File: src/rtl/data_phase_pkg.sv
// Shared constants and types for the backplane slave data-phase sequencer.
// Assumes one 50 MHz clock and a synchronous active-high reset.
package data_phase_pkg;

   // ----------------------------------------------------------------
   // Register map
   // ----------------------------------------------------------------
   localparam int unsigned REG_ADDR_W   = 4;
   localparam int unsigned REG_DATA_W   = 32;
   localparam logic [3:0]  REG_CTRL_OFS = 4'h0;
   localparam logic [3:0]  REG_STAT_OFS = 4'h4;

   // ----------------------------------------------------------------
   // Field layout and reset values
   // ----------------------------------------------------------------
   localparam int unsigned SKEW_W        = 8;
   localparam int unsigned SKEW_LSB      = 0;
   localparam logic [7:0]  SKEW_RST      = 8'h02;
   localparam int unsigned STAT_STATE_LSB = 0;
   localparam int unsigned STAT_INIT_BIT = 8;
   localparam int unsigned STAT_ED_BIT   = 9;
   localparam int unsigned STAT_XCVR_BIT = 10;
   localparam int unsigned STAT_INTV_BIT = 11;

   // ----------------------------------------------------------------
   // Handshake bundle: bit order of the synchronised bus inputs
   // ----------------------------------------------------------------
   localparam int unsigned HS_W   = 5;
   localparam int unsigned HS_AS  = 0;
   localparam int unsigned HS_DS  = 1;
   localparam int unsigned HS_DK  = 2;
   localparam int unsigned HS_DI  = 3;
   localparam int unsigned HS_IV  = 4;
   localparam logic [4:0]  HS_RST = 5'h1f;

   // ----------------------------------------------------------------
   // Sequencer states
   // ----------------------------------------------------------------
   typedef enum logic [3:0] {
      S_IDLE,
      S_CONN,
      S_PHASE,
      S_ODD_GO,
      S_ODD_MEM,
      S_ODD_SKEW,
      S_ODD_WAIT,
      S_EVEN_GO,
      S_EVEN_SKEW,
      S_EVEN_WAIT,
      S_DISC,
      S_DISC_END
   } state_e;

endpackage

File: src/rtl/backplane_slave_data_phase.sv
// Data-phase sequencer of a memory slave on a compelled backplane bus.
// Assumes local memory control on clk_i; bus handshakes arrive asynchronous.
`timescale 1ns/1ps
module backplane_slave_data_phase (
   input  wire logic        clk_i,
   input  wire logic        sys_rst_i,
   // Bus handshake pins
   input  wire logic        as_n_i,
   input  wire logic        ds_n_i,
   input  wire logic        dk_n_i,
   output logic             dk_o,
   output logic             dk_oe_o,
   input  wire logic        di_n_i,
   output logic             di_o,
   output logic             di_oe_o,
   input  wire logic        iv_n_i,
   input  wire logic        ai_n_i,
   output logic             ai_o,
   output logic             ai_oe_o,
   input  wire logic        ak_n_i,
   output logic             ak_o,
   output logic             ak_oe_o,
   input  wire logic        ed_n_i,
   output logic             ed_o,
   output logic             ed_oe_o,
   output logic             status_drive_o,
   // Connection and local memory side
   input  wire logic        conn_done_i,
   input  wire logic        read_write_select_i,
   input  wire logic        first_bank_select_i,
   input  wire logic        page_end_i,
   input  wire logic        memory_address_ready_n_i,
   input  wire logic        memory_done_toggle_i,
   output logic             memory_request_toggle_o,
   output logic             read_write_select_o,
   output logic             bank_select_o,
   output logic             xcvr_to_bus_o,
   output logic             bus_output_latch_clock_o,
   output logic             write_data_latch_enable_o,
   output logic             initial_access_flag_n_o,
   // Register port
   input  wire logic [3:0]  reg_addr_i,
   input  wire logic [31:0] reg_wdata_i,
   input  wire logic        reg_we_i,
   input  wire logic        reg_re_i,
   output logic      [31:0] reg_rdata_o
);
   // -------------------------------------------------------------------
   // Synchronised handshakes
   // -------------------------------------------------------------------
   logic [4:0]                   hs_raw;
   logic [4:0]                   hs_n;
   logic                         as_a, ds_a, dk_a, di_a, iv_a;
   data_phase_pkg::state_e       state_q;
   logic                         interv_q, init_q, write_q;
   logic [data_phase_pkg::SKEW_W-1:0] skew_q;
   logic                         tmr_start, tmr_done, mem_idle;
   logic                         odd_go, odd_act, even_go, odd_skew_end, even_skew_end;
   logic                         in_beat, wr_path;

   assign hs_raw = {iv_n_i, di_n_i, dk_n_i, ds_n_i, as_n_i};

   handshake_sync #(
      .WIDTH   (data_phase_pkg::HS_W),
      .RST_VAL (data_phase_pkg::HS_RST)
   ) u_sync (
      .clk_i     (clk_i),
      .sys_rst_i (sys_rst_i),
      .async_i   (hs_raw),
      .sync_o    (hs_n)
   );

   assign as_a = ~hs_n[data_phase_pkg::HS_AS];
   assign ds_a = ~hs_n[data_phase_pkg::HS_DS];
   assign dk_a = ~hs_n[data_phase_pkg::HS_DK];
   assign di_a = ~hs_n[data_phase_pkg::HS_DI];
   assign iv_a = ~hs_n[data_phase_pkg::HS_IV];

   // -------------------------------------------------------------------
   // Beat decode
   // -------------------------------------------------------------------
   assign mem_idle = (memory_done_toggle_i == memory_request_toggle_o);
   assign wr_path  = write_q | interv_q;
   assign odd_go   = (state_q == data_phase_pkg::S_ODD_GO) && as_a &&
                     (interv_q ? (iv_a && ds_a && dk_a) :
                      (ds_a && di_a && !dk_a && !iv_a));
   assign odd_act  = (state_q == data_phase_pkg::S_ODD_MEM) &&
                     (wr_path || mem_idle);
   assign even_go  = (state_q == data_phase_pkg::S_EVEN_GO) && as_a && !ds_a &&
                     (interv_q ? (iv_a && di_a) : (dk_a && !di_a && !iv_a));
   assign odd_skew_end  = (state_q == data_phase_pkg::S_ODD_SKEW) && tmr_done;
   assign even_skew_end = (state_q == data_phase_pkg::S_EVEN_SKEW) && tmr_done;
   assign tmr_start = odd_act || even_go;
   assign in_beat   = (state_q >= data_phase_pkg::S_ODD_GO) &&
                      (state_q <= data_phase_pkg::S_EVEN_WAIT);

   skew_timer #(
      .WIDTH (data_phase_pkg::SKEW_W)
   ) u_skew (
      .clk_i     (clk_i),
      .sys_rst_i (sys_rst_i),
      .start_i   (tmr_start),
      .cycles_i  (skew_q),
      .done_o    (tmr_done)
   );

   // -------------------------------------------------------------------
   // Sequencer
   // -------------------------------------------------------------------
   always_ff @(posedge clk_i) begin
      if (sys_rst_i) begin
         state_q  <= data_phase_pkg::S_IDLE;
         interv_q <= 1'b0;
         write_q  <= 1'b0;
      end else begin
         unique case (state_q)
            data_phase_pkg::S_IDLE: begin
               if (as_a) begin
                  state_q <= data_phase_pkg::S_CONN;
               end
            end
            data_phase_pkg::S_CONN: begin
               if (!as_a) begin
                  state_q <= data_phase_pkg::S_DISC;
               end else if (conn_done_i) begin
                  write_q <= read_write_select_i;
                  state_q <= data_phase_pkg::S_PHASE;
               end
            end
            data_phase_pkg::S_PHASE: begin
               if (!as_a) begin
                  state_q <= data_phase_pkg::S_DISC;
               end else if (!memory_address_ready_n_i) begin
                  interv_q <= iv_a;
                  state_q  <= data_phase_pkg::S_ODD_GO;
               end
            end
            data_phase_pkg::S_ODD_GO: begin
               if (!as_a) begin
                  state_q <= data_phase_pkg::S_DISC;
               end else if (odd_go) begin
                  state_q <= data_phase_pkg::S_ODD_MEM;
               end
            end
            data_phase_pkg::S_ODD_MEM: begin
               if (odd_act) begin
                  state_q <= data_phase_pkg::S_ODD_SKEW;
               end
            end
            data_phase_pkg::S_ODD_SKEW: begin
               if (tmr_done) begin
                  state_q <= data_phase_pkg::S_ODD_WAIT;
               end
            end
            data_phase_pkg::S_ODD_WAIT: begin
               if (!as_a) begin
                  state_q <= data_phase_pkg::S_DISC;
               end else if (!ds_a && mem_idle) begin
                  state_q <= data_phase_pkg::S_EVEN_GO;
               end
            end
            data_phase_pkg::S_EVEN_GO: begin
               if (!as_a) begin
                  state_q <= data_phase_pkg::S_DISC;
               end else if (even_go) begin
                  state_q <= data_phase_pkg::S_EVEN_SKEW;
               end
            end
            data_phase_pkg::S_EVEN_SKEW: begin
               if (tmr_done) begin
                  state_q <= data_phase_pkg::S_EVEN_WAIT;
               end
            end
            data_phase_pkg::S_EVEN_WAIT: begin
               if (!as_a) begin
                  state_q <= data_phase_pkg::S_DISC;
               end else if (ds_a && mem_idle) begin
                  state_q <= data_phase_pkg::S_ODD_GO;
               end
            end
            data_phase_pkg::S_DISC: begin
               if (mem_idle) begin
                  state_q <= data_phase_pkg::S_DISC_END;
               end
            end
            data_phase_pkg::S_DISC_END: begin
               if (mem_idle) begin
                  interv_q <= 1'b0;
                  state_q  <= data_phase_pkg::S_IDLE;
               end
            end
         endcase
      end
   end

   // -------------------------------------------------------------------
   // Bus handshake drivers
   // -------------------------------------------------------------------
   assign dk_o = 1'b0;
   assign di_o = 1'b0;
   assign ai_o = 1'b0;
   assign ak_o = 1'b0;
   assign ed_o = 1'b0;

   always_ff @(posedge clk_i) begin
      if (sys_rst_i) begin
         dk_oe_o <= 1'b0;
         di_oe_o <= 1'b0;
         ai_oe_o <= 1'b1;
         ak_oe_o <= 1'b0;
      end else begin
         if (state_q == data_phase_pkg::S_IDLE && as_a) begin
            ak_oe_o <= 1'b1;
         end
         if (state_q == data_phase_pkg::S_CONN && conn_done_i) begin
            di_oe_o <= 1'b1;
            ai_oe_o <= 1'b0;
         end
         if (odd_act) begin
            dk_oe_o <= 1'b1;
         end
         if (odd_skew_end) begin
            di_oe_o <= 1'b0;
         end
         if (even_go) begin
            di_oe_o <= 1'b1;
         end
         if (even_skew_end) begin
            dk_oe_o <= 1'b0;
         end
         if (state_q == data_phase_pkg::S_DISC) begin
            ai_oe_o <= 1'b1;
            dk_oe_o <= 1'b0;
            di_oe_o <= 1'b0;
         end
         if (state_q == data_phase_pkg::S_DISC_END && mem_idle) begin
            ak_oe_o <= 1'b0;
         end
      end
   end

   // Status hold and end-of-data flag
   always_ff @(posedge clk_i) begin
      if (sys_rst_i) begin
         status_drive_o <= 1'b0;
         ed_oe_o        <= 1'b0;
      end else if (state_q == data_phase_pkg::S_IDLE) begin
         status_drive_o <= 1'b0;
         ed_oe_o        <= 1'b0;
      end else begin
         if (state_q == data_phase_pkg::S_CONN && conn_done_i) begin
            status_drive_o <= 1'b1;
         end
         if (in_beat && page_end_i) begin
            ed_oe_o <= 1'b1;
         end
      end
   end

   // -------------------------------------------------------------------
   // Memory module control
   // -------------------------------------------------------------------
   always_ff @(posedge clk_i) begin
      if (sys_rst_i) begin
         memory_request_toggle_o <= 1'b0;
         init_q                  <= 1'b1;
         xcvr_to_bus_o           <= 1'b0;
         bank_select_o           <= 1'b0;
      end else begin
         if (state_q == data_phase_pkg::S_CONN && conn_done_i) begin
            bank_select_o <= first_bank_select_i;
            init_q        <= 1'b1;
         end
         if (odd_go && !wr_path && init_q) begin
            memory_request_toggle_o <= 1'b1;
            xcvr_to_bus_o           <= 1'b1;
         end
         if (odd_act) begin
            init_q <= 1'b0;
            if (!wr_path) begin
               memory_request_toggle_o <= 1'b0;
            end
         end
         if (odd_skew_end && wr_path) begin
            memory_request_toggle_o <= 1'b1;
         end
         if (even_go && !wr_path) begin
            memory_request_toggle_o <= 1'b1;
         end
         if (even_skew_end && wr_path) begin
            memory_request_toggle_o <= 1'b0;
         end
         if (state_q == data_phase_pkg::S_DISC && mem_idle) begin
            memory_request_toggle_o <= 1'b0;
            xcvr_to_bus_o           <= 1'b0;
         end
      end
   end

   // Latch strobes and initial-access flag
   always_ff @(posedge clk_i) begin
      if (sys_rst_i) begin
         bus_output_latch_clock_o  <= 1'b0;
         write_data_latch_enable_o <= 1'b0;
         initial_access_flag_n_o   <= 1'b0;
         read_write_select_o       <= 1'b0;
      end else begin
         bus_output_latch_clock_o  <= odd_act || even_go;
         write_data_latch_enable_o <= (odd_act || even_go) && wr_path;
         read_write_select_o       <= write_q;
         if (odd_act) begin
            initial_access_flag_n_o <= 1'b1;
         end else if (state_q == data_phase_pkg::S_IDLE) begin
            initial_access_flag_n_o <= 1'b0;
         end
      end
   end

   // -------------------------------------------------------------------
   // Register port
   // -------------------------------------------------------------------
   always_ff @(posedge clk_i) begin
      if (sys_rst_i) begin
         skew_q <= data_phase_pkg::SKEW_RST;
      end else if (reg_we_i && reg_addr_i == data_phase_pkg::REG_CTRL_OFS) begin
         skew_q <= reg_wdata_i[data_phase_pkg::SKEW_LSB +: data_phase_pkg::SKEW_W];
      end
   end

   always_ff @(posedge clk_i) begin
      if (sys_rst_i) begin
         reg_rdata_o <= '0;
      end else if (reg_re_i) begin
         reg_rdata_o <= '0;
         if (reg_addr_i == data_phase_pkg::REG_CTRL_OFS) begin
            reg_rdata_o[data_phase_pkg::SKEW_LSB +: data_phase_pkg::SKEW_W] <= skew_q;
         end else if (reg_addr_i == data_phase_pkg::REG_STAT_OFS) begin
            reg_rdata_o[data_phase_pkg::STAT_STATE_LSB +: 4] <= state_q;
            reg_rdata_o[data_phase_pkg::STAT_INIT_BIT]       <= init_q;
            reg_rdata_o[data_phase_pkg::STAT_ED_BIT]         <= ed_oe_o;
            reg_rdata_o[data_phase_pkg::STAT_XCVR_BIT]       <= xcvr_to_bus_o;
            reg_rdata_o[data_phase_pkg::STAT_INTV_BIT]       <= interv_q;
         end
      end else begin
         reg_rdata_o <= '0;
      end
   end
endmodule

File: src/rtl/handshake_sync.sv
// Three-stage synchroniser with agreement filter for bus handshake lines.
// Assumes inputs are asynchronous to clk_i.
`timescale 1ns/1ps
module handshake_sync #(
   parameter int unsigned WIDTH   = 5,
   parameter logic [4:0]  RST_VAL = 5'h1f
) (
   input  wire logic             clk_i,
   input  wire logic             sys_rst_i,
   input  wire logic [WIDTH-1:0] async_i,
   output logic      [WIDTH-1:0] sync_o
);

   logic [WIDTH-1:0] s1_q;
   logic [WIDTH-1:0] s2_q;
   logic [WIDTH-1:0] s3_q;

   always_ff @(posedge clk_i) begin
      if (sys_rst_i) begin
         s1_q <= RST_VAL[WIDTH-1:0];
         s2_q <= RST_VAL[WIDTH-1:0];
         s3_q <= RST_VAL[WIDTH-1:0];
      end else begin
         s1_q <= async_i;
         s2_q <= s1_q;
         s3_q <= s2_q;
      end
   end

   // ----------------------------------------------------------------
   // Per-bit agreement filter
   // ----------------------------------------------------------------
   for (genvar b = 0; b < WIDTH; b++) begin : g_bit
      always_ff @(posedge clk_i) begin
         if (sys_rst_i) begin
            sync_o[b] <= RST_VAL[b];
         end else if (s2_q[b] == s3_q[b]) begin
            sync_o[b] <= s3_q[b];
         end
      end
   end

endmodule

File: src/rtl/skew_timer.sv
// Programmable down-counter giving the transceiver skew delay.
// Assumes start_i is a one-cycle pulse on the same clock.
`timescale 1ns/1ps
module skew_timer #(
   parameter int unsigned WIDTH = 8
) (
   input  wire logic             clk_i,
   input  wire logic             sys_rst_i,
   input  wire logic             start_i,
   input  wire logic [WIDTH-1:0] cycles_i,
   output logic                  done_o
);

   logic [WIDTH-1:0] count_q;
   logic             busy_q;

   always_ff @(posedge clk_i) begin
      if (sys_rst_i) begin
         count_q <= '0;
         busy_q  <= 1'b0;
         done_o  <= 1'b0;
      end else if (start_i) begin
         count_q <= (cycles_i == '0) ? WIDTH'(1) : cycles_i;
         busy_q  <= 1'b1;
         done_o  <= 1'b0;
      end else begin
         done_o <= busy_q && (count_q == WIDTH'(1));
         if (busy_q) begin
            count_q <= count_q - WIDTH'(1);
            busy_q  <= (count_q != WIDTH'(1));
         end
      end
   end

endmodule

File: config.mk
export PLATFORM = sky130hd
export DESIGN_NAME = backplane_slave_data_phase
export DESIGN_NICKNAME = d
export VERILOG_FILES = /design/src/rtl/data_phase_pkg.sv /design/src/rtl/backplane_slave_data_phase.sv /design/src/rtl/handshake_sync.sv /design/src/rtl/skew_timer.sv
export SDC_FILE = /design/constraint.sdc
export NUM_CORES = 1
export LEC_CHECK = 0
export ABC_CLOCK_PERIOD_IN_PS = 3400
export BUFFER_PORTS_ARGS = -buffer_cell sky130_fd_sc_hd__buf_2
export CAP_MARGIN = 20
export CORE_MARGIN = 3
export CORE_UTILIZATION = 54
export DETAILED_ROUTE_END_ITERATION = 7
export PLACE_DENSITY = 0.81
export SETUP_SLACK_MARGIN = 0.02
export SYNTH_ARGS = -nofsm -noshare
export SYNTH_HDL_FRONTEND = slang
export SYNTH_SLANG_ARGS = --single-unit
File: constraint.sdc
create_clock -name clk_i -period 3.4 [get_ports clk_i]
set_input_delay 0.17 -clock clk_i [delete_from_list [all_inputs] [get_ports clk_i]]
set_output_delay 0.17 -clock clk_i [all_outputs]
set_load 0.01 [all_outputs]
### After elaboration in Yosys (flattened, before gate mapping)

Cells that the tools add are included.

* bitwise gates (word level): 9
* add/subtract/negate cells: 1
* magnitude comparators: 2
* mux-type cells: 43
* reductions and logical operators: 56
* eq/ne operators: 34

Operators by type and width (number)
* 4-bit 2-to-1 mux: 20
* 4-bit case mux with 12 select lines: 1
* 1-bit logical AND: 32
* 8-bit 2-to-1 mux: 3
* 4-bit by 3-bit equality test with 1-bit output, second input constant: 5
* 1-bit 2-to-1 mux: 18
* 3-bit by 2-bit inequality test with 1-bit output, second input constant: 6
* 4-bit equality test, second input constant: 4
* 2-bit inequality test, second input constant: 6
* 12-bit AND reduction: 1
* 2-bit OR reduction: 6
* 3-bit OR reduction: 3
* 4-bit by 2-bit equality test with 1-bit output, second input constant: 2
* 8-bit by 1-bit equality test with 1-bit output, second input constant: 1
* 4-bit zero test: 2
* 8-bit zero test: 1
* 8-bit by 1-bit inequality test with 1-bit output, second input constant: 1
* 1-bit NOT: 8
* 2-bit nonzero test: 4
* 8-bit by 1-bit subtractor with 8-bit output, second input constant: 1
* 1-bit equality test: 6
* 4-bit by 1-bit equality test with 1-bit output, second input constant: 1
* 4-bit by 2-bit >= comparator with 1-bit output, second input constant: 1
* 4-bit <= comparator, second input constant: 1
* 9 further kinds: 11

* word-level logic and storage cells: 178
* flip-flop bits (word level): 90

### Depth between registers and ports, before layout

Gate-level depths: netlist of run 1.

* depth after elaboration: 13
* gate-level depth with buffers: 7

### Modules after synthesis

From an unflattened synthesis of run 1, not the netlist that was laid out.

* cell total of the unflattened synthesis: 360
* area, all modules: 3255.6 µm²

By module, submodules not included
* backplane_slave_data_phase: times used 1, area an instance 2058.2 µm², cells each 241, sequential area each 800.8 µm²
* skew_timer: times used 1, area an instance 599.3 µm², cells each 67, sequential area each 200.2 µm²
* handshake_sync: times used 1, area an instance 598.1 µm², cells each 52, sequential area each 400.4 µm²

### Worst setup path after synthesis of run 1

No wires, ideal clock.

* path type: register to register
* start point: register u_sync.sync_o[4]
* end point: register state_q[3]
* cell stages (with the launch flop): 6
* setup slack: 1.625 ns
* path buffers: 0
* arrival: 1.658 ns
* path through: dfxtp_1 > and4bb_1 > nor2_1 > o311a_4 > or4_1 > a32o_1

* word-level cells in the longest chain between the ends: 7
* elaborated cells between the ends (all ways): 13
* classes of those cells: eq/ne: 2; mux: 2; bitwise: 1; reduce/logical: 8

RTL lines
* from (decl): line handshake_sync.sv:11 `output logic [WIDTH-1:0] sync_o`
* from (signal, indexed assignment): line handshake_sync.sv:36 `sync_o[b] <= RST_VAL[b];`
* from (signal, indexed assignment): line handshake_sync.sv:38 `sync_o[b] <= s3_q[b];`
* 1-bit NOT: line backplane_slave_data_phase.sv:77 `assign iv_a = ~hs_n[data_phase_pkg::HS_IV];`
* 1-bit logical AND (2 in a row): line backplane_slave_data_phase.sv:85 `(interv_q ? (iv_a && ds_a && dk_a) :`
* 1-bit 2-to-1 mux: line backplane_slave_data_phase.sv:85
* 1-bit logical AND: line backplane_slave_data_phase.sv:84 `assign odd_go = (state_q == data_phase_pkg::S_ODD_GO) && as_a &&`
* 3-bit by 2-bit inequality test with 1-bit output (no line)
* 12-bit AND reduction (no line) (*)
* to (signal assigned): line backplane_slave_data_phase.sv:112 `state_q <= data_phase_pkg::S_IDLE;`
* to (signal assigned): line backplane_slave_data_phase.sv:119 `state_q <= data_phase_pkg::S_CONN;`
* to (signal assigned): line backplane_slave_data_phase.sv:124 `state_q <= data_phase_pkg::S_DISC;`
* to (decl): line backplane_slave_data_phase.sv:54 `data_phase_pkg::state_e state_q;`

Every way passes the cells marked *; elsewhere a longest branch is shown, timed or not.
A chain may end at the register's enable or synchronous reset.

### Worst setup path in the final report of run 1

* start point: register state_q[0]
* end point: register u_skew.count_q[0]

* word-level cells in the longest chain between the ends: 6
* elaborated cells between the ends (all ways): 9
* classes of those cells: eq/ne: 2; mux: 1; reduce/logical: 6

RTL lines
* 4-bit by 3-bit equality test with 1-bit output: line backplane_slave_data_phase.sv:89 `assign even_go = (state_q == data_phase_pkg::S_EVEN_GO) && as_a && !ds_a &&`
* 1-bit logical AND (3 in a row): line backplane_slave_data_phase.sv:89
* 1-bit logical OR (*): line backplane_slave_data_phase.sv:93 `assign tmr_start = odd_act || even_go;`
* 8-bit 2-to-1 mux or 2-bit nonzero test (tied branches)
* to (signal assigned): line skew_timer.sv:23 `count_q <= (cycles_i == '0) ? WIDTH'(1) : cycles_i;`
* to (signal assigned): line skew_timer.sv:29 `count_q <= count_q - WIDTH'(1);`
* to (decl): line skew_timer.sv:14 `logic [WIDTH-1:0] count_q;`

Marks and branches as above.

==> results.md, run 1 <==
- Share of cells above drive strength 1: 23.0%
- Final Hold Fails: 0
- Pwr Density: 498 nW/µm²
- Nets: 460
- Crit-path slowest cell: dfxtp_1
- CTS tree: yes
- Gpl congestion: 0.891
- Setup repair after global routing missed its margin: false
- Worst min path class: in -> reg
- Antenna violation net count after detailed routing: 0
- Number of synthesized flops with an enable pin: 0
- Maximum operating frequency: around 410 MHz
- H-tree Lvls: 3
- Ys Warns: 0
- Initial Utilization: 56.5%
- Delay-heaviest family, CP: simple AND/OR/NAND/NOR gates
- IO Port Bufs: 51
- Design Area, Final: 3570 µm²
- Crit. path cell count: 5
- TritonCTS sink count: 70
- Clk buf depth: 2
- Reg-to-Reg End: u_skew.count_q[0]$_SDFFE_PP0P_
- Setup_tns: 0 ns
- # IOs: 104
- Slew HR: 43.1%
- Initial antenna violation count: 0
- Routed length per placed instance: 13.7 µm
- Die W: 82.4 µm
- Clock buffer count from CTS: 9
- Status: finished clean
- Synth area leader: dfxtp_1
- Worst VDD drop: 0.251 mV
- Final Cycle Share: 70.9%
- Most common flop cell mapped by yosys: dfxtp_1
- Clk_lat worst skew: 0.35 ns
- CP startpoint kind: flop
- Critical path arrival: between 2 and 3 ns
- Synth cell types: 55
- GR Util All Layers: 20.3%
- Global-route wire length before repair: 10.5 mm
- Vias in the first global route: 2289
- Drt first pass iters: 4
- Static Leak: 1.54 nW
- Placed Instance Area: 3320 µm²
- Worst Path Buf+Inv: 0
- Mapped cell area: 3150 µm²
- Worst Setup SP: state_q[0]$_SDFFE_PP0P_
- Vias/cell: approximately 5.4
- Die area: 6780 µm²
- Worst reg2reg startpoint: state_q[0]$_SDFFE_PP0P_
- Setup crit end: u_skew.count_q[0]$_SDFFE_PP0P_
- Most frequent cell after synthesis: dfxtp_1
- Synth top cells by count: 70 x dfxtp_1, 47 x nor2_1, 25 x buf_4
- Grt total ovfl: 0
- Slew @ Worst Pin: about 0.85 ns
- Core area: roughly 5600 µm²
- Largest net degree at the start of global routing: 49
- Crit. End Element: flop
- Max_cap viols: 0
- DRT iter0 DRCs: 241
- Worst hold slack: ~0.046 ns
- WP data required: roughly 3.6 ns
- Synth top area share: 44.5%
- Sequential element share of the synthesized area: approximately 44%
- Seq cells post-synth: 70
- Drt total wl: 6.59 mm
- Slew Viols, Final: 0
- Final Setup Violations: 0
- Crit Path Category: reg -> reg
- Hold path depth: 3
- Top cells by area, synth: dfxtp_1 44%, buf_4 6.0%, nor2_1 5.6%
- Worst Skew: 0.00483 ns
- Synth async-reset ratio: 0%
- Place WS: about 1.0 ns
- # DRC: 0
- Diode count: 0
- Fill cells: 470
- Worst-path fanout max: 28
- Crit-path cells: nor4bb_1 > o2111a_1 > nor2_2 > nor3_1 > a211oi_1
- PnR worst setup slack: 0.990 ns
- Synth Instances: 357
- FF-to-FF setup slack: 0.99 ns
- FF-to-FF path depth: 5
- Clk slew on worst S/H paths: 0.07 ns
- Minimum clock period: 2.41 ns
- Vias: 2576
- Mean Syn Cell Area: 8.82 µm²
- # rows: 27
- Root Buffer: clkbuf_8
- Detail Placement HPWL: 4.48 mm
- DIE HEIGHT: 82.4 µm
- Max incr delay on CP: 0.88 ns
- Syn-to-layout area delta: 13.3%
[power by group]
group	leakage, nW	switching, mW	internal, mW	total [mW]
Clock	0.0956	0.322	0.339	0.661
Combinational	0.882	0.123	0.0979	0.221
Sequential	0.568	0.0543	0.841	0.895
[per-layer routing]
metal  GRT usage [%]  part of all wire, %
met2            30.8                   46
met3            6.07                  7.4
met4            10.1                  2.2
met1            26.0                   45
met5               0                    0
[how the worst min path moves through the flow]
| stage | start | end | slack, ns |
|---|---|---|---|
| after floorplan | as_n_i | u_sync.s1_q[0]$_SDFF_PP1_ | 0.27 |
| after global placement | dk_n_i | u_sync.s1_q[2]$_SDFF_PP1_ | 0.35 |
| after detailed placement | as_n_i | u_sync.s1_q[0]$_SDFF_PP1_ | 0.35 |
| after CTS | reg_wdata_i[1] | skew_q[1]$_SDFFE_PP1P_ | 0.04 |
| after global routing | reg_wdata_i[1] | skew_q[1]$_SDFFE_PP1P_ | 0.05 |
| final | reg_wdata_i[1] | skew_q[1]$_SDFFE_PP1P_ | 0.05 |
[area by class of cell]
class	instances	area (µm²)	area share (%)
clock inverters	7	72.6	2.03
multi-input cells	259	1540	43.2
repair buffers	57	313	8.77
well taps	72	90.1	2.52
inverters	7	26.3	0.736
clock buffers	9	124	3.47
flip-flops and latches	70	1400	39.3
[placed cells by master (no fill, tap or decap), types with 6 or more instances in the layout]
cell | netlist | routed
clkbuf_8 | 0 | 9
or2_2 | 16 | 16
nor2_1 | 47 | 47
nor3_1 | 8 | 8
dfxtp_1 | 70 | 70
nor4_1 | 7 | 7
conb_1 | 1 | 25
a21oi_1 | 21 | 21
inv_1 | 7 | 7
and3_1 | 6 | 6
o21ai_0 | 15 | 15
nand2_1 | 23 | 23
buf_2 | 6 | 51
a211oi_1 | 8 | 8
mux2i_1 | 16 | 16
[registers in the layout, indices dropped and copies added, names as in the netlist, 4 cells and up]
name	cells
reg_rdata_o	12
state_q	4
u_sync.s1_q	5
u_skew.count_q	8
u_sync.sync_o	5
skew_q	8
u_sync.s2_q	5
u_sync.s3_q	5
[stage by stage]
step	std cells	util (%)	power, mW
floorplan	381	-	1.09
global placement	460	59.6	1.12
detailed placement	460	59.6	1.13
CTS	481	64.0	1.78
global route	481	64.0	1.86
finish	481	64.0	1.78
[timing repair]
action | in CTS | in global routing
hold endpoints to repair | 5 | 0
setup buffers | 0 | 0
resized for setup | 0 | 0
hold buffers | 5 | 0
endpoints found under the setup margin | 0 | 0
[worst reg2reg max path: cells and delay by family, from the launching register on]
family / cells / cell delay (ns)
compound gates: 2 / 0.45
flops: 1 / 0.88
simple gates: 3 / 0.94
[cells by family after synthesis]
kind of cell / after synthesis / synth area share (%)
and+or+nand+nor: 143 / 24.4
DFF: 70 / 44.5
AOI/OAI and AO/OA: 65 / 13.4
buffers and inverters: 52 / 9.42
muxes: 17 / 5.44
xor gates and xnor gates: 7 / 1.95
adders and majority gates: 2 / 0.794
other: 1 / 0.119
(Power assumes the default switching activity.)
==> run 2, diff against run 1 <==
- ABC_CLOCK_PERIOD_IN_PS: 3400 -> 2500
- CORE_UTILIZATION: 54 -> 50
- PLACE_DENSITY: 0.81 -> 0.75
- clock period: 3.4 -> 2.5 ns (I/O delays scaled with it)
==> results.md, run 2 (same netlist as run 1, synthesis figures left out) <==
- Status: finished clean (unchanged)
- Worst min path class: in -> reg (unchanged)
- FF-to-FF path depth: 6 (was 5)
- Routed length per placed instance: 13.5 µm (was 13.7 µm)
- Vias/cell: 5.30 (was 5.36)
- Vias in the first global route: 2357 (was 2289)
- Slew @ Worst Pin: 0.757 ns (was 0.852 ns)
- WP data required: 2.75 ns (was 3.60 ns)
- Syn-to-layout area delta: 16.6% (was 13.3%)
- Vias: 2599 (was 2576)
- GR Util All Layers: 18.5% (was 20.3%)
- Final Hold Fails: 0 (unchanged)
- Static Leak: 1.61 nW (was 1.54 nW)
- Fill cells: 534 (was 470)
- Setup crit end: memory_request_toggle_o$_SDFF_PP0_ (was u_skew.count_q[0]$_SDFFE_PP0P_)
- Crit Path Category: reg -> reg (unchanged)
- Initial antenna violation count: 0 (unchanged)
- Most common cell after layout, fill and taps aside: dfxtp_1 (unchanged)
- Worst-path fanout max: 15 (was 28)
- Total power: 2.66 mW (was 1.78 mW)
- Grt total ovfl: 0 (unchanged)
- TritonCTS sink count: 70 (unchanged)
- Core area: 6030 µm² (was 5570 µm²)
- Clk buf depth: 2 (unchanged)
- Root Buffer: clkbuf_8 (unchanged)
- Global-route wire length before repair: 10.7 mm (was 10.5 mm)
- # IOs: 104 (unchanged)
- Pwr Density: 723 nW/µm² (was 498 nW/µm²)
- DIE HEIGHT: 85.4 µm (was 82.4 µm)
- Resize count post-CTS: 0 (unchanged)
- Crit. End Element: flop (unchanged)
- Finished Core Util: 61.0% (was 64.0%)
- Most frequent cells in the layout: 70 x dfxtp_1, 51 x buf_2, 47 x nor2_1 (unchanged)
- Max incr delay on CP: 0.58 ns (was 0.88 ns)
- Gpl congestion: 0.844 (was 0.891)
- Crit-path cells: buf_4 > nor2b_1 > nand3_1 > nor4_1 > o21ai_0 > a221oi_1 (was nor4bb_1 > o2111a_1 > nor2_2 > nor3_1 > a211oi_1)
- CTS tree: yes (unchanged)
- Antenna violation net count after detailed routing: 0 (unchanged)
- DRT iter0 DRCs: 211 (was 241)
- Die area: 7290 µm² (was 6780 µm²)
- Largest registers: reg_rdata_o: 12 flops, skew_q: 8 flops, u_skew.count_q: 8 flops (unchanged)
- Clock buffer count from CTS: 9 (unchanged)
- Critical path arrival: 2.42 ns (was 2.61 ns)
- Max_cap viols: 0 (unchanged)
- Slew Viols, Final: 0 (unchanged)
- Largest net degree at the start of global routing: 49 (unchanged)
- # DRC: 0 (unchanged)
- Diode count: 0 (unchanged)
- Clk_lat worst skew: 0.34 ns (was 0.35 ns)
- Max reg flops: 12 (unchanged)
- Die W: 85.4 µm (was 82.4 µm)
- Drt total wl: 6.63 mm (was 6.59 mm)
- Clk slew on worst S/H paths: 0.08 ns (was 0.07 ns)
- Worst Setup SP: state_q[0]$_SDFFE_PP0P_ (unchanged)
- Final Cycle Share: 86.6% (was 70.9%)
- CP startpoint kind: flop (unchanged)
- Worst Skew: 0.0118 ns (was 0.00483 ns)
- Worst VDD drop: 0.510 mV (was 0.251 mV)
- Nets: 466 (was 460)
- FF-to-FF setup slack: 0.34 ns (was 0.99 ns)
- Maximum operating frequency: 462 MHz (was 415 MHz)
- # rows: 28 (was 27)
- IO Port Bufs: 51 (unchanged)
- Worst reg2reg startpoint: state_q[0]$_SDFFE_PP0P_ (unchanged)
- Minimum clock period: 2.16 ns (was 2.41 ns)
- Reg with most FFs: reg_rdata_o (unchanged)
- H-tree Lvls: 3 (unchanged)
- Drt first pass iters: 4 (unchanged)
- Setup_tns: 0 ns (unchanged)
- Share of cells above drive strength 1: 24.1% (was 23.0%)
- Reg-to-Reg End: memory_request_toggle_o$_SDFF_PP0_ (was u_skew.count_q[0]$_SDFFE_PP0P_)
- Initial Utilization: 52.3% (was 56.5%)
- Final Setup Violations: 0 (unchanged)
- Slew HR: 49.1% (was 43.1%)
- Setup repair after global routing missed its margin: false (unchanged)
- Detail Placement HPWL: 4.62 mm (was 4.48 mm)
- Crit-path slowest cell: dfxtp_1 (unchanged)
[run 2: cell types whose count changed in the layout (fill, tap and decap cells not counted), sizes merged]
cell | previous run | this run
clkinvlp | 2 | 1
clkbuf | 9 | 10
buf | 52 | 58
clkinv | 3 | 0
inv | 8 | 9
bufinv | 1 | 3
[run 2: worst max-delay path, delay by kind of cell, from the launching register on]
| family | cells | cell delay (ns) |
|---|---|---|
| AO/OA/AOI/OAI | 2 | 0.39 |
| buffers and inverters | 1 | 0.28 |
| flip-flops | 1 | 0.58 |
| AND/OR/NAND/NOR | 3 | 0.83 |
[run 2: repair_timing]
action | 4_1_cts | 5_1_grt
endpoints found under the hold margin | 5 | 0
hold buffers | 5 | 0
setup buffers | 0 | 0
[run 2: routing by layer]
metal | wire (µm) | GRT usage [%]
met5 | 0 | 0
met3 | 535 | 4.17
met1 | 2860 | 22.9
met4 | 52 | 8.20
met2 | 3190 | 30.6
[run 2: final cells by class]
cell class	instances	area (µm²)	share of cell area [%]
multi-input combinational	259	1540	42.0
tap	75	93.8	2.55
clock inverter	6	115	3.13
inverter	7	26.3	0.715
timing repair buffer	63	358	9.74
sequential	70	1400	38.1
clock buffer	10	138	3.75
[run 2: worst min-delay path by stage]
stage                                            to  depth (start not counted)           start  slack, ns
after floorplan           u_sync.s1_q[0]$_SDFF_PP1_                          1          as_n_i       0.23
after global placement    u_sync.s1_q[2]$_SDFF_PP1_                          2          dk_n_i       0.31
after detailed placement  u_sync.s1_q[4]$_SDFF_PP1_                          2          iv_n_i       0.31
after CTS                    skew_q[1]$_SDFFE_PP1P_                          3  reg_wdata_i[1]      0.006
after global routing         skew_q[4]$_SDFFE_PP0P_                          3  reg_wdata_i[4]       0.02
final                        skew_q[7]$_SDFFE_PP0P_                          3  reg_wdata_i[7]       0.01
[run 2: where the power goes]
part	total (mW)	switching [mW]	internal [mW]
clock network	1.13	0.431	0.697
registers	1.19	0.0445	1.14
logic	0.341	0.195	0.146
[run 2: per-stage QoR]
step	hold WS (ns)	std cells	setup WS, ns	cell area [µm²]
detailed placement	0.310	469	0.403	3370
global route	0.0184	490	0.127	3670
finish	0.0139	490	0.335	3670
floorplan	0.229	381	0.725	3240
CTS	0.00557	490	0.365	3670
global placement	0.308	469	0.417	3370
==> run 3, diff against run 2 <==
- MAX_ROUTING_LAYER: not set -> met4
==> results.md, run 3 (same netlist as run 1, synthesis figures left out) <==
- Logic pwr share: 12.8% (about the same)
- Nets: 466 (unchanged)
- WP data required: 2.76 ns (was 2.75 ns)
- Final Hold Fails: 0 (unchanged)
- Die area: 7290 µm² (unchanged)
- Setup repair after global routing missed its margin: false (unchanged)
- Grt total ovfl: 0 (unchanged)
- Crit-path cells: xor2_1 > a21boi_1 > nor2_2 > nor2_1 > a211oi_1 (was buf_4 > nor2b_1 > nand3_1 > nor4_1 > o21ai_0 > a221oi_1)
- H-tree Lvls: 3 (unchanged)
- Clk pwr share: 42.5% (was 42.4%)
- Routed length per placed instance: 13.5 µm (about the same)
- Diode count: 0 (unchanged)
- Total power: 2.66 mW (about the same)
- Crit Path Category: reg -> reg (unchanged)
- CP startpoint kind: flop (unchanged)
- Slew @ Worst Pin: 0.783 ns (was 0.757 ns)
- Delay-heaviest family, CP: simple AND/OR/NAND/NOR gates (unchanged)
- Initial Utilization: 52.3% (unchanged)
- Clk buf depth: 2 (unchanged)
- Clk slew on worst S/H paths: 0.08 ns (about the same)
- Vias/cell: 5.27 (was 5.30)
- Max reg flops: 12 (unchanged)
- IO Port Bufs: 51 (unchanged)
- # IOs: 104 (unchanged)
- Global-route wire length before repair: 10.8 mm (was 10.7 mm)
- DIE HEIGHT: 85.4 µm (unchanged)
- Vias in the first global route: 2352 (was 2357)
- Static Leak: 1.61 nW (unchanged)
- Worst hold slack: 0.0142 ns (was 0.0139 ns)
- Gpl congestion: 0.857 (was 0.844)
- Status: finished clean (unchanged)
- Max_cap viols: 0 (unchanged)
- Worst min path class: in -> reg (unchanged)
- Most common cell after layout, fill and taps aside: dfxtp_1 (unchanged)
- Root Buffer: clkbuf_8 (unchanged)
- Initial antenna violation count: 0 (unchanged)
- Switching portion of total power: 25.3% (was 25.2%)
- Slew Viols, Final: 0 (unchanged)
- Net Switching: 0.671 mW (was 0.670 mW)
- Setup_tns: 0 ns (unchanged)
- Worst VDD drop: 0.510 mV (about the same)
- Worst Skew: 0.0116 ns (was 0.0118 ns)
- Clk_lat worst skew: 0.34 ns (about the same)
- Crit. End Element: flop (unchanged)
- Largest registers: reg_rdata_o: 12 flops, skew_q: 8 flops, u_skew.count_q: 8 flops (unchanged)
- Dpl cells: 469 (unchanged)
- Largest net degree at the start of global routing: 49 (unchanged)
- Detail Placement HPWL: 4.62 mm (unchanged)
- GR Util All Layers: 19.1% (was 18.5%)
- Core area: 6030 µm² (unchanged)
- Max incr delay on CP: 0.60 ns (was 0.58 ns)
- Pwr Density: 724 nW/µm² (was 723 nW/µm²)
- Antenna violation net count after detailed routing: 0 (unchanged)
- Critical path arrival: 2.42 ns (about the same)
- Most frequent cells in the layout: 70 x dfxtp_1, 51 x buf_2, 47 x nor2_1 (unchanged)
- # rows: 28 (unchanged)
- Internal power: 1.99 mW (about the same)
- Worst-path fanout max: 19 (was 15)
- # DRC: 0 (unchanged)
- Syn-to-layout area delta: 16.6% (unchanged)
- Worst Path Buf+Inv: 0 (was 1)
- Maximum operating frequency: 463 MHz (was 462 MHz)
- Minimum clock period: 2.16 ns (about the same)
- Slew HR: 47.3% (was 49.1%)
- Fin cells: 490 (unchanged)
- Drt total wl: 6.63 mm (about the same)
- Fill cells: 534 (unchanged)
- TritonCTS sink count: 70 (unchanged)
- Crit-path slowest cell: nor2_2 (was dfxtp_1)
- Resize count post-CTS: 0 (unchanged)
- Final Cycle Share: 86.5% (was 86.6%)
- DRT iter0 DRCs: 232 (was 211)
- CTS tree: yes (unchanged)
- Share of cells above drive strength 1: 24.1% (unchanged)
- Clock buffer count from CTS: 9 (unchanged)
- Vias: 2582 (was 2599)
- Final Setup Violations: 0 (unchanged)
- Seq pwr share: 44.7% (about the same)
- Reg with most FFs: reg_rdata_o (unchanged)
- Die W: 85.4 µm (unchanged)
- Drt first pass iters: 4 (unchanged)
-- run 3: cell counts in the layout (fill, tap and decap cells not counted) --
No cell type changed its count.
-- run 3: final timing paths --
check | from | end | slack [ns] | depth (start not counted)
min reg2reg | u_sync.s1_q[4]$_SDFF_PP1_ | u_sync.s2_q[4]$_SDFF_PP1_ | 0.41 | 1
max reg2reg | memory_request_toggle_o$_SDFF_PP0_ | u_skew.count_q[5]$_SDFFE_PP0P_ | 0.34 | 5
max | memory_request_toggle_o$_SDFF_PP0_ | u_skew.count_q[5]$_SDFFE_PP0P_ | 0.34 | 5
min | reg_wdata_i[7] | skew_q[7]$_SDFFE_PP0P_ | 0.01 | 3
-- run 3: cell type report --
class                      instances  area (µm²)  area share [%]
multi-input combinational        259        1540            42.0
inverter                           7        26.3           0.715
timing repair buffer              63         358            9.74
tap                               75        93.8            2.55
clock buffer                      10         138            3.75
sequential                        70        1400            38.1
clock inverter                     6         115            3.13
-- run 3: tightest hold or removal path, stage by stage --
cell     delay (ns)
buf_2          0.07
mux2i_1        0.05
nor2_1         0.07
-- run 3: metal layers --
layer / vias to the layer above / track usage (%) / part of all wire [%]
met5: - / - / 0
met4: 0 / 8.20 / 1.3
met3: 9 / 4.17 / 7.5
met2: 102 / 30.6 / 47
met1: 1179 / 23.0 / 44
li1: 1292 / - / -
-- run 3: timing repair --
action / in CTS / in global routing
hold buffers: 5 / 0
hold endpoints to repair: 5 / 0
setup buffers: 0 / 0
-- run 3: power by group through the flow --
stage	sequential [mW]	clock, mW	combinational, mW
floorplan	1.18	0	0.302
global placement	1.21	0	0.326
detailed placement	1.21	0	0.331
CTS	1.19	1.15	0.339
global route	1.19	1.19	0.377
finish	1.19	1.13	0.341
-- run 3: per-stage QoR --
| stage | instance area [µm²] | util (%) | setup slack (ns) |
|---|---|---|---|
| after global routing | 3670 | 61.0 | 0.127 |
| final | 3670 | 61.0 | 0.338 |
| after global placement | 3370 | 55.9 | 0.417 |
| after CTS | 3670 | 61.0 | 0.365 |
| after detailed placement | 3370 | 55.9 | 0.403 |
| after floorplan | 3240 | - | 0.725 |
